===== config.mk =====
export PLATFORM = sky130hd
export DESIGN_NAME = tpl_probe_latch
export DESIGN_NICKNAME = d
export VERILOG_FILES = /design/src/hdl/tpl_pkg.sv /design/src/hdl/tpl_probe_latch.sv /design/src/hdl/tpl_edge_sync.sv
export SDC_FILE = /design/constraint.sdc
export NUM_CORES = 1
export LEC_CHECK = 0
export BUFFER_PORTS_ARGS = -buffer_cell sky130_fd_sc_hd__buf_2
export CAP_MARGIN = 40
export CORE_MARGIN = 10
export CORE_UTILIZATION = 62
export CTS_BUF_LIST = sky130_fd_sc_hd__clkbuf_16
export DETAILED_ROUTE_END_ITERATION = 12
export GPL_ROUTABILITY_DRIVEN = 0
export PLACE_DENSITY = 0.92
export SLEW_MARGIN = 5
export SYNTH_ARGS = -nofsm -noshare
export SYNTH_HDL_FRONTEND = slang
export SYNTH_SLANG_ARGS = --single-unit

===== constraint.sdc =====
create_clock -name clock -period 6.8 [get_ports clock]
set_input_delay 0 -clock clock [delete_from_list [all_inputs] [get_ports clock]]
set_output_delay 0 -clock clock [all_outputs]
set_load 0.05 [all_outputs]

===== src/hdl/tpl_pkg.sv =====
/*
  Constants for the two-channel touch-probe position latch:
  object indices, control and status field positions, reset values.
  Assumes a 16-bit object index space on the host object port.
*/
package tpl_pkg;

  // Object indices on the host object port
  localparam logic [15:0] OBJ_FUNC = 16'h60B8;
  localparam logic [15:0] OBJ_STATUS = 16'h60B9;
  localparam logic [15:0] OBJ_ONE_RISE = 16'h60BA;
  localparam logic [15:0] OBJ_ONE_FALL = 16'h60BB;
  localparam logic [15:0] OBJ_TWO_RISE = 16'h60BC;
  localparam logic [15:0] OBJ_TWO_FALL = 16'h60BD;

  // Widths
  localparam int WORD_W = 16;
  localparam int POS_W = 32;
  localparam int CHAN_N = 2;
  localparam int CHAN_STRIDE = 8;

  // Function word field positions within one channel byte
  localparam int FN_ENABLE = 0;
  localparam int FN_CONT = 1;
  localparam int FN_INDEX_SRC = 2;
  localparam int FN_RISE_EN = 4;
  localparam int FN_FALL_EN = 5;

  // Status word field positions within one channel byte
  localparam int ST_ENABLED = 0;
  localparam int ST_RISE_STORED = 1;
  localparam int ST_FALL_STORED = 2;
  localparam int ST_COUNT_LSB = 6;

  // Reset values and count step
  localparam logic [15:0] FUNC_RESET = 16'h0000;
  localparam logic [31:0] POS_RESET = 32'h0000_0000;
  localparam logic [1:0] COUNT_RESET = 2'h0;
  localparam logic [1:0] COUNT_STEP = 2'h1;

endpackage : tpl_pkg


===== src/hdl/tpl_probe_latch.sv =====
/*
  Two-channel touch-probe position latch with host object port.
  Assumes feedbackPosition is on clock; probe pins and the encoder
  index pin are asynchronous and are synchronised here.
*/
`timescale 1ns/100ps
module tpl_probe_latch (
  // Clock and reset
  input wire logic clock,
  input wire logic sys_rst,
  // Trigger pins
  input wire logic probe_input_one,
  input wire logic probe_input_two,
  input wire logic encoderIndex,
  // Feedback position
  input wire logic [31:0] feedbackPosition,
  // Host object port
  input wire logic objRead,
  input wire logic objWrite,
  input wire logic [15:0] objIndex,
  input wire logic [15:0] objWrData,
  output logic [31:0] objRdData_q,
  output logic objRdValid_q,
  output logic objError_q
);

  logic [15:0] probe_function_control_q;
  logic [15:0] probe_status_word;
  logic oneRise;
  logic oneFall;
  logic twoRise;
  logic twoFall;
  logic idxRise;
  logic idxFall;
  logic [1:0] trigRise;
  logic [1:0] trigFall;
  logic [1:0] riseHit;
  logic [1:0] fallHit;
  logic [1:0] chanOn;
  logic [1:0] riseStored_q;
  logic [1:0] fallStored_q;
  logic [1:0] execCount_q [2];
  logic [31:0] risePos_q [2];
  logic [31:0] fallPos_q [2];
  logic [7:0] cfg [2];

  // Field of one channel byte
  function automatic logic cfgBit(input logic [7:0] c, input int pos);
    cfgBit = c[pos];
  endfunction : cfgBit

  // Index decode, used by the write path, the error flag and the checks
  function automatic logic isIndex(input logic [15:0] idx, input logic [15:0] obj);
    isIndex = (idx == obj);
  endfunction : isIndex

  // Synchronisers and edge detectors
  tpl_edge_sync u_syncOne (
    .clock(clock),
    .sys_rst(sys_rst),
    .pinIn(probe_input_one),
    .risePulse(oneRise),
    .fallPulse(oneFall)
  );

  tpl_edge_sync u_syncTwo (
    .clock(clock),
    .sys_rst(sys_rst),
    .pinIn(probe_input_two),
    .risePulse(twoRise),
    .fallPulse(twoFall)
  );

  // Index shared by both channels, so one detector serves both
  tpl_edge_sync u_syncIdx (
    .clock(clock),
    .sys_rst(sys_rst),
    .pinIn(encoderIndex),
    .risePulse(idxRise),
    .fallPulse(idxFall)
  );

  // Function word, full 16 bits stored; reserved bits unused
  always_ff @(posedge clock)
  begin
    if (sys_rst)
      probe_function_control_q <= tpl_pkg::FUNC_RESET;
    else if (objWrite && isIndex(objIndex, tpl_pkg::OBJ_FUNC))
      probe_function_control_q <= objWrData;
  end

  // Channel bytes
  assign cfg[0] = probe_function_control_q[0 +: tpl_pkg::CHAN_STRIDE];
  assign cfg[1] = probe_function_control_q[tpl_pkg::CHAN_STRIDE +: tpl_pkg::CHAN_STRIDE];

  // Trigger source select
  assign trigRise[0] = cfgBit(cfg[0], tpl_pkg::FN_INDEX_SRC) ? idxRise : oneRise;
  assign trigFall[0] = cfgBit(cfg[0], tpl_pkg::FN_INDEX_SRC) ? idxFall : oneFall;
  assign trigRise[1] = cfgBit(cfg[1], tpl_pkg::FN_INDEX_SRC) ? idxRise : twoRise;
  assign trigFall[1] = cfgBit(cfg[1], tpl_pkg::FN_INDEX_SRC) ? idxFall : twoFall;

  genvar ch;
  generate
    for (ch = 0; ch < tpl_pkg::CHAN_N; ch++)
    begin : g_chan
      assign chanOn[ch] = cfgBit(cfg[ch], tpl_pkg::FN_ENABLE);

      // Single mode blocks an edge type once it has stored
      assign riseHit[ch] = chanOn[ch] && trigRise[ch]
        && cfgBit(cfg[ch], tpl_pkg::FN_RISE_EN)
        && (cfgBit(cfg[ch], tpl_pkg::FN_CONT) || !riseStored_q[ch]);
      assign fallHit[ch] = chanOn[ch] && trigFall[ch]
        && cfgBit(cfg[ch], tpl_pkg::FN_FALL_EN)
        && (cfgBit(cfg[ch], tpl_pkg::FN_CONT) || !fallStored_q[ch]);

      // Rising result register
      always_ff @(posedge clock)
      begin
        if (sys_rst)
          risePos_q[ch] <= tpl_pkg::POS_RESET;
        else if (riseHit[ch])
          risePos_q[ch] <= feedbackPosition;
      end

      // Falling result register
      always_ff @(posedge clock)
      begin
        if (sys_rst)
          fallPos_q[ch] <= tpl_pkg::POS_RESET;
        else if (fallHit[ch])
          fallPos_q[ch] <= feedbackPosition;
      end

      // Stored flags; cleared only while disabled, when no hit can occur
      always_ff @(posedge clock)
      begin
        if (sys_rst)
        begin
          riseStored_q[ch] <= 1'b0;
          fallStored_q[ch] <= 1'b0;
        end
        else if (!chanOn[ch])
        begin
          riseStored_q[ch] <= 1'b0;
          fallStored_q[ch] <= 1'b0;
        end
        else
        begin
          if (riseHit[ch])
            riseStored_q[ch] <= 1'b1;
          if (fallHit[ch])
            fallStored_q[ch] <= 1'b1;
        end
      end

      // Execution count; both edges in one cycle count once
      always_ff @(posedge clock)
      begin
        if (sys_rst)
          execCount_q[ch] <= tpl_pkg::COUNT_RESET;
        else if (!chanOn[ch])
          execCount_q[ch] <= tpl_pkg::COUNT_RESET;
        else if (cfgBit(cfg[ch], tpl_pkg::FN_CONT) && (riseHit[ch] || fallHit[ch]))
          execCount_q[ch] <= execCount_q[ch] + tpl_pkg::COUNT_STEP;
      end

      // Status byte of this channel, built locally so each byte has one driver
      logic [7:0] statusByte;
      always_comb
      begin
        statusByte = 8'h00;
        statusByte[tpl_pkg::ST_ENABLED] = chanOn[ch];
        statusByte[tpl_pkg::ST_RISE_STORED] = riseStored_q[ch];
        statusByte[tpl_pkg::ST_FALL_STORED] = fallStored_q[ch];
        statusByte[tpl_pkg::ST_COUNT_LSB +: 2] = execCount_q[ch];
      end

      assign probe_status_word[ch*tpl_pkg::CHAN_STRIDE +: tpl_pkg::CHAN_STRIDE] = statusByte;

    end
  endgenerate

  // Object read path, one-cycle registered answer
  always_ff @(posedge clock)
  begin
    if (sys_rst)
      objRdData_q <= tpl_pkg::POS_RESET;
    else if (objRead)
    begin
      case (objIndex)
        tpl_pkg::OBJ_FUNC: objRdData_q <= {16'h0000, probe_function_control_q};
        tpl_pkg::OBJ_STATUS: objRdData_q <= {16'h0000, probe_status_word};
        tpl_pkg::OBJ_ONE_RISE: objRdData_q <= risePos_q[0];
        tpl_pkg::OBJ_ONE_FALL: objRdData_q <= fallPos_q[0];
        tpl_pkg::OBJ_TWO_RISE: objRdData_q <= risePos_q[1];
        tpl_pkg::OBJ_TWO_FALL: objRdData_q <= fallPos_q[1];
        default: objRdData_q <= 32'h0000_0000;
      endcase
    end
  end

  always_ff @(posedge clock)
  begin
    if (sys_rst)
      objRdValid_q <= 1'b0;
    else
      objRdValid_q <= objRead;
  end

  // Unknown index, or write to a read-only object
  always_ff @(posedge clock)
  begin
    if (sys_rst)
      objError_q <= 1'b0;
    else
      objError_q <= (objRead && (objIndex < tpl_pkg::OBJ_FUNC || objIndex > tpl_pkg::OBJ_TWO_FALL))
        || (objWrite && !isIndex(objIndex, tpl_pkg::OBJ_FUNC));
  end
endmodule : tpl_probe_latch


===== src/hdl/tpl_edge_sync.sv =====
/*
  Two-flop synchroniser with edge detector for one probe or encoder index pin.
  Assumes the pin is asynchronous to clock; edges closer than
  one clock period apart may merge.
*/
`timescale 1ns/100ps
module tpl_edge_sync (
  // Clock and reset
  input wire logic clock,
  input wire logic sys_rst,
  // Pin side
  input wire logic pinIn,
  // Edge pulses
  output logic risePulse,
  output logic fallPulse
);

  logic meta_q;
  logic sync_q;
  logic prev_q;

  // First flop feeds only the second
  always_ff @(posedge clock)
  begin
    if (sys_rst)
    begin
      meta_q <= 1'b0;
      sync_q <= 1'b0;
    end
    else
    begin
      meta_q <= pinIn;
      sync_q <= meta_q;
    end
  end

  always_ff @(posedge clock)
  begin
    if (sys_rst)
      prev_q <= 1'b0;
    else
      prev_q <= sync_q;
  end

  // One pulse per settled edge
  assign risePulse = sync_q & ~prev_q;
  assign fallPulse = ~sync_q & prev_q;
endmodule : tpl_edge_sync


; After elaboration in Yosys (flattened, before gate mapping)
; Memories as Yosys holds them, arrays and structs flattened.
; Cells that the tools add are included.
[op_classes]
reduce_logical = 32
n_bitwise = 22
muxes = 41
add_sub_neg = 2
eq_ne = 6
order_cmp = 2
[op_table]
columns = op, count
row1 = $pmux 32 s6, 1
row2 = $mux 32, 4
row3 = $eq 16x15->1 const B, 6
row4 = $mux 1, 32
row5 = $logic_and 1x1->1, 17
row6 = $gt 16x15->1 const B, 1
row7 = $lt 16x15->1 const B, 1
row8 = $logic_or 1x1->1, 8
row9 = $mux 2, 4
row10 = $not 1->1, 8
row11 = $or 1x1->1, 8
row12 = $and 1x1->1, 6
row13 = $logic_not 1->1, 5
row14 = $add 2x1->2 const B, 2
row15 = $reduce_or 2->1, 2
[totals]
in_bits = 71
output_inout_bits = 34
mem_count = 3
mem_bits_rw = 132
reg_bits = 63
wordCells = 125
[mem_list]
columns = memory, words, width, read_ports, rd_ports_with_merged_regs, write_ports, line
row1 = fallPos_q, 2, 32, 2, 0, 2, tpl_probe_latch.sv:44  ; logic [31:0] fallPos_q [2];
row2 = risePos_q, 2, 32, 2, 0, 2, tpl_probe_latch.sv:43  ; logic [31:0] risePos_q [2];
row3 = execCount_q, 2, 2, 2, 0, 2, tpl_probe_latch.sv:42  ; logic [1:0] execCount_q [2];

; Logic depth before layout (Yosys ltp)
[depth]
depth_word = 13
mapped_depth = 8
depth_no_buf = 5

; Modules after synthesis
; From an unflattened synthesis, not the netlist that was laid out.
[hier_totals]
cells_unflattened = 652
area_unflattened_um2 = 8085.3
[modules_own_cells]
columns = module, instances, area_each_um2, seq_area_each_um2, cells_each
row1 = tpl_probe_latch, 1, 7811.2, 5044.8, 628
row2 = tpl_edge_sync, 3, 91.3, 60.1, 8

; Least setup slack after synthesis
; No wires, ideal clock.
[synth_timing]
path_kind = flip-flop to flip-flop
from = register probe_function_control_q[10]
to = memory fallPos_q[1][0], enable pin
path_stages_with_launch = 6
period_less_slack_ns = 2.273
setup_slack_ns = 4.527
required_time_ns = 6.412
setup_time_ns = 0.388
n_path_buf = 1
t_arrival_ns = 1.885
cell_sequence = dfxtp_1 and3b_1 o21ai_0 a21oi_1 clkbuf_1 a21o_1
[synth_lines]
columns = item, line
row1 = from (decl), tpl_probe_latch.sv:27  ; logic [15:0] probe_function_control_q;
row2 = from (signal assigned), tpl_probe_latch.sv:87  ; probe_function_control_q <= tpl_pkg::FUNC_RESET;
row3 = from (signal assigned), tpl_probe_latch.sv:89  ; probe_function_control_q <= objWrData;
row4 = to (decl), tpl_probe_latch.sv:44

==> reports/qor.yml <==
flow_run:
  maxCapViolCount: 0
floorplanning:
  io_pins: 105
  core-area_um2: 12700
  num_rows: 41
  die_w_um: 135
  die_y_um: 135
  initial_core_util: 0.640
  die_area_um2: 18100
cts:
  cts_made_buffers: 17
  clk_latency_ps: 450
  cts_tree: "built"
  cts_resized: 0
  clockBufferDepth: 2
  root_buffer: "clkbuf_16"
  h-tree-depth: 4
  path_clk_slew_ps: 70
  numClockSinks: 195
pwr:
  power.internal_mw: 1.95
  p_comb_frac: 0.051
  switching_share: 0.215
  worst_ir_drop_vdd_v: 0.000197
  p_sw_mw: 0.534
  p_leak_nw: 4.27
  clockPowerShare: 0.425
  seq_power_share: 0.524
  p_per_area_nw_per_um2: 250
logic_synthesis:
  syn_area_per_cell_um2: 12.1
  synthArstFlopShare: 0
  yosys_register_bits: 195
  yosys_warnings: 0
  synth_ff_type: "edfxtp_1"
  syn-num-nets: 742
  netlist_area_um2: 8150
  ys_types: 46
  ys_seq_area_frac: 0.641
  syn_inst: 671
  synth_edf_count: 132
sta:
  finClkSkew_ps: 9.57
  worst_slew_pin_slew_ps: 872
  relSlewSlack: 0.417
  fmax_mhz: 340
  period_share: 0.433
  maxSlewViolCount: 0
  hold_viol: 0
  rsz0062_at_grt: "no"
  setup_violations: 0
  fin_crit_ps: 2940
  fin_tns_setup_ps: 0
grt:
  grtUsageTotal: 0.275
  grt_overflow: 0
  grt_max_degree: 67
  grt_pass1_wl_um: 38900
  grt_pass1_vias: 6844
  antenna_found_initial: 1
routing:
  drc_errors: 0
  first_iter_violations: 1083
  vias: 6827
  wl_per_cell_um: 24.8
  routed_wl_um: 24800
  viasPerCell: 6.84
  ant_nets: 0
  dr.pass1.iters: 6
critical_path:
  cpPeakStageDelay_ps: 610
  startpoint_type: "flop"
  regToRegSetupSlack_ps: 3860
  required_ps: 6920
  endpoint_kind: "flop"
  cp_num_buf_inv: 2
  path_cells: "nor3b_1 -> o21ai_0 -> a21oi_2 -> buf_8 -> a21o_1 -> buf_4"
  critPathArrivalTime_ps: 3070
  critPathMaxFanout: 20
  crit_family: "compound AO/OA/AOI/OAI gates"
  worstSetupPathType: "reg2reg"
  slowest_stage: "a21oi_2"
final_layout:
  nets: 883
  drive_gt1_frac: 0.204
  fin_util: 0.784
  syn_to_final_growth_pct: 22.4
min_path:
  min_path_type: "in2reg"
status:
  status: "finished clean"
placement:
  port_buffers: 104
  place_hpwl_um: 14300
==> logic make-up after synthesis <==
logic type,count (synthesis),share of synthesized area
AO/OA/AOI/OAI,138,0.114
XOR/XNOR,2,0.00215
buffers and inverters,60,0.0318
flip-flops,195,0.641
multiplexers,16,0.0200
AND/OR/NAND/NOR,260,0.190
==> final cells by class <==
class | instances | area, µm²
antenna | 1 | 2.50
clock buffer | 17 | 425
clock inverter | 15 | 189
fill | 669 | 2750
inverter | 9 | 33.8
multi-input combinational | 416 | 2680
sequential | 195 | 5230
tap | 172 | 215
timing repair buffer | 173 | 1200
==> path summary, 6_finish.rpt <==
kind / from / endpoint / cells after the start
min reg2reg: objRdData_q[26]$_SDFFE_PP0P_ / objRdData_q[26]$_SDFFE_PP0P_ / 2
min: objRead / objRdData_q[15]$_SDFFE_PP0P_ / 2
max reg2reg: probe_function_control_q[10]$_SDFFE_PP0P_ / fallPos_q[1][27]$_SDFFCE_PN0P_ / 6
max: probe_function_control_q[10]$_SDFFE_PP0P_ / fallPos_q[1][27]$_SDFFCE_PN0P_ / 6
==> power groups by stage <==
stage	clock, mW	sequential [mW]	combinational [mW]
floorplan	0	1.34	0.0396
global placement	0	1.33	0.0921
detailed placement	0	1.33	0.0975
CTS	1.05	1.30	0.123
global route	1.10	1.31	0.134
finish	1.06	1.30	0.127
==> registers in the layout, summed over array words and instances, names as in the netlist, 2 cells and up <==
signal and flops:
g_chan.statusByte 2, execCount_q 4, fallStored_q 2, fallPos_q 64, risePos_q 64, objRdData_q 32, probe_function_control_q 16
==> cells in the final DEF (no fill, tap or decap), drive strengths merged, types with 2 or more instances in the layout <==
master / netlist / final
nor2: 15 / 15
clkbuf: 41 / 17
nor3b: 4 / 4
nand3b: 2 / 2
dfxtp: 63 / 63
a222oi: 8 / 8
mux2i: 14 / 14
dlygate4sd3: 0 / 53
xnor2: 2 / 2
a211oi: 7 / 7
buf: 10 / 120
nor2b: 12 / 12
and3b: 4 / 4
nand2b: 2 / 2
mux2: 2 / 2
or4bb: 2 / 2
nand3: 4 / 4
nand4b: 2 / 2
clkinvlp: 0 / 4
inv: 9 / 10
clkinv: 0 / 6
a221oi: 23 / 23
nor4: 5 / 5
bufinv: 0 / 4
a21oi: 32 / 32
nor4b: 3 / 3
a22oi: 3 / 3
nor3: 2 / 2
edfxtp: 132 / 132
o21ai: 40 / 40
a21o: 5 / 5
nand2: 70 / 70
and3: 129 / 129
a22o: 16 / 16
or4: 2 / 2
==> synthesized netlist by cell type (2+ instances only) <==
cell      instances  area share
nand3_1           4      0.0025
a22o_1           16       0.017
a221oi_1         23       0.025
edfxtp_1        132        0.49
buf_2             5      0.0031
and3b_1           4      0.0043
nand3b_1          2      0.0018
or4_4             2      0.0028
mux2_2            2      0.0028
nand2b_1          2      0.0015
a22oi_1           2      0.0018
xnor2_1           2      0.0022
a211oi_1          7      0.0065
nor3b_1           4      0.0037
inv_1             9      0.0041
a21o_1            5      0.0046
mux2i_1          14       0.017
o21ai_1          16      0.0098
or4bb_1           2      0.0028
and3_1          129       0.099
o21ai_0          24       0.015
nor4_4            3      0.0078
nor2b_1          12      0.0092
clkbuf_1         40       0.018
nor4b_4           2      0.0058
a222oi_1          8      0.0098
a21oi_1          32       0.020
nand2_1          70       0.032
buf_6             2      0.0028
dfxtp_1          63        0.15
nor4_1            2      0.0015
nor2_1           15      0.0069
buf_4             3      0.0028
==> through the flow <==
step / instance area (µm²) / power, mW / hold slack, ps / worst slack [ps] / instances
final: 9970 / 2.49 / 26.1 / 3860 / 998
after global routing: 9970 / 2.54 / 65.5 / 3690 / 998
after CTS: 9970 / 2.47 / 2.63 / 3890 / 997
after detailed placement: 8820 / 1.43 / 217 / 3930 / 912
after global placement: 8750 / 1.42 / 221 / 3960 / 907
after floorplan: 8150 / 1.37 / 128 / 4530 / 671
==> what timing repair did <==
item / CTS / global route
hold buffers: 53 / 0
buffers inserted: 0 / 0
endpoints found under the hold margin: 147 / 0
==> routing by layer <==
layer / wire length (µm) / global-route usage / share of wire
met2: 11700 / 0.434 / 0.47
met4: 1220 / 0.152 / 0.049
met1: 8850 / 0.334 / 0.36
met3: 2990 / 0.0779 / 0.12
met5: 0 / 0 / 0
Power figures use the tool's default switching activity.
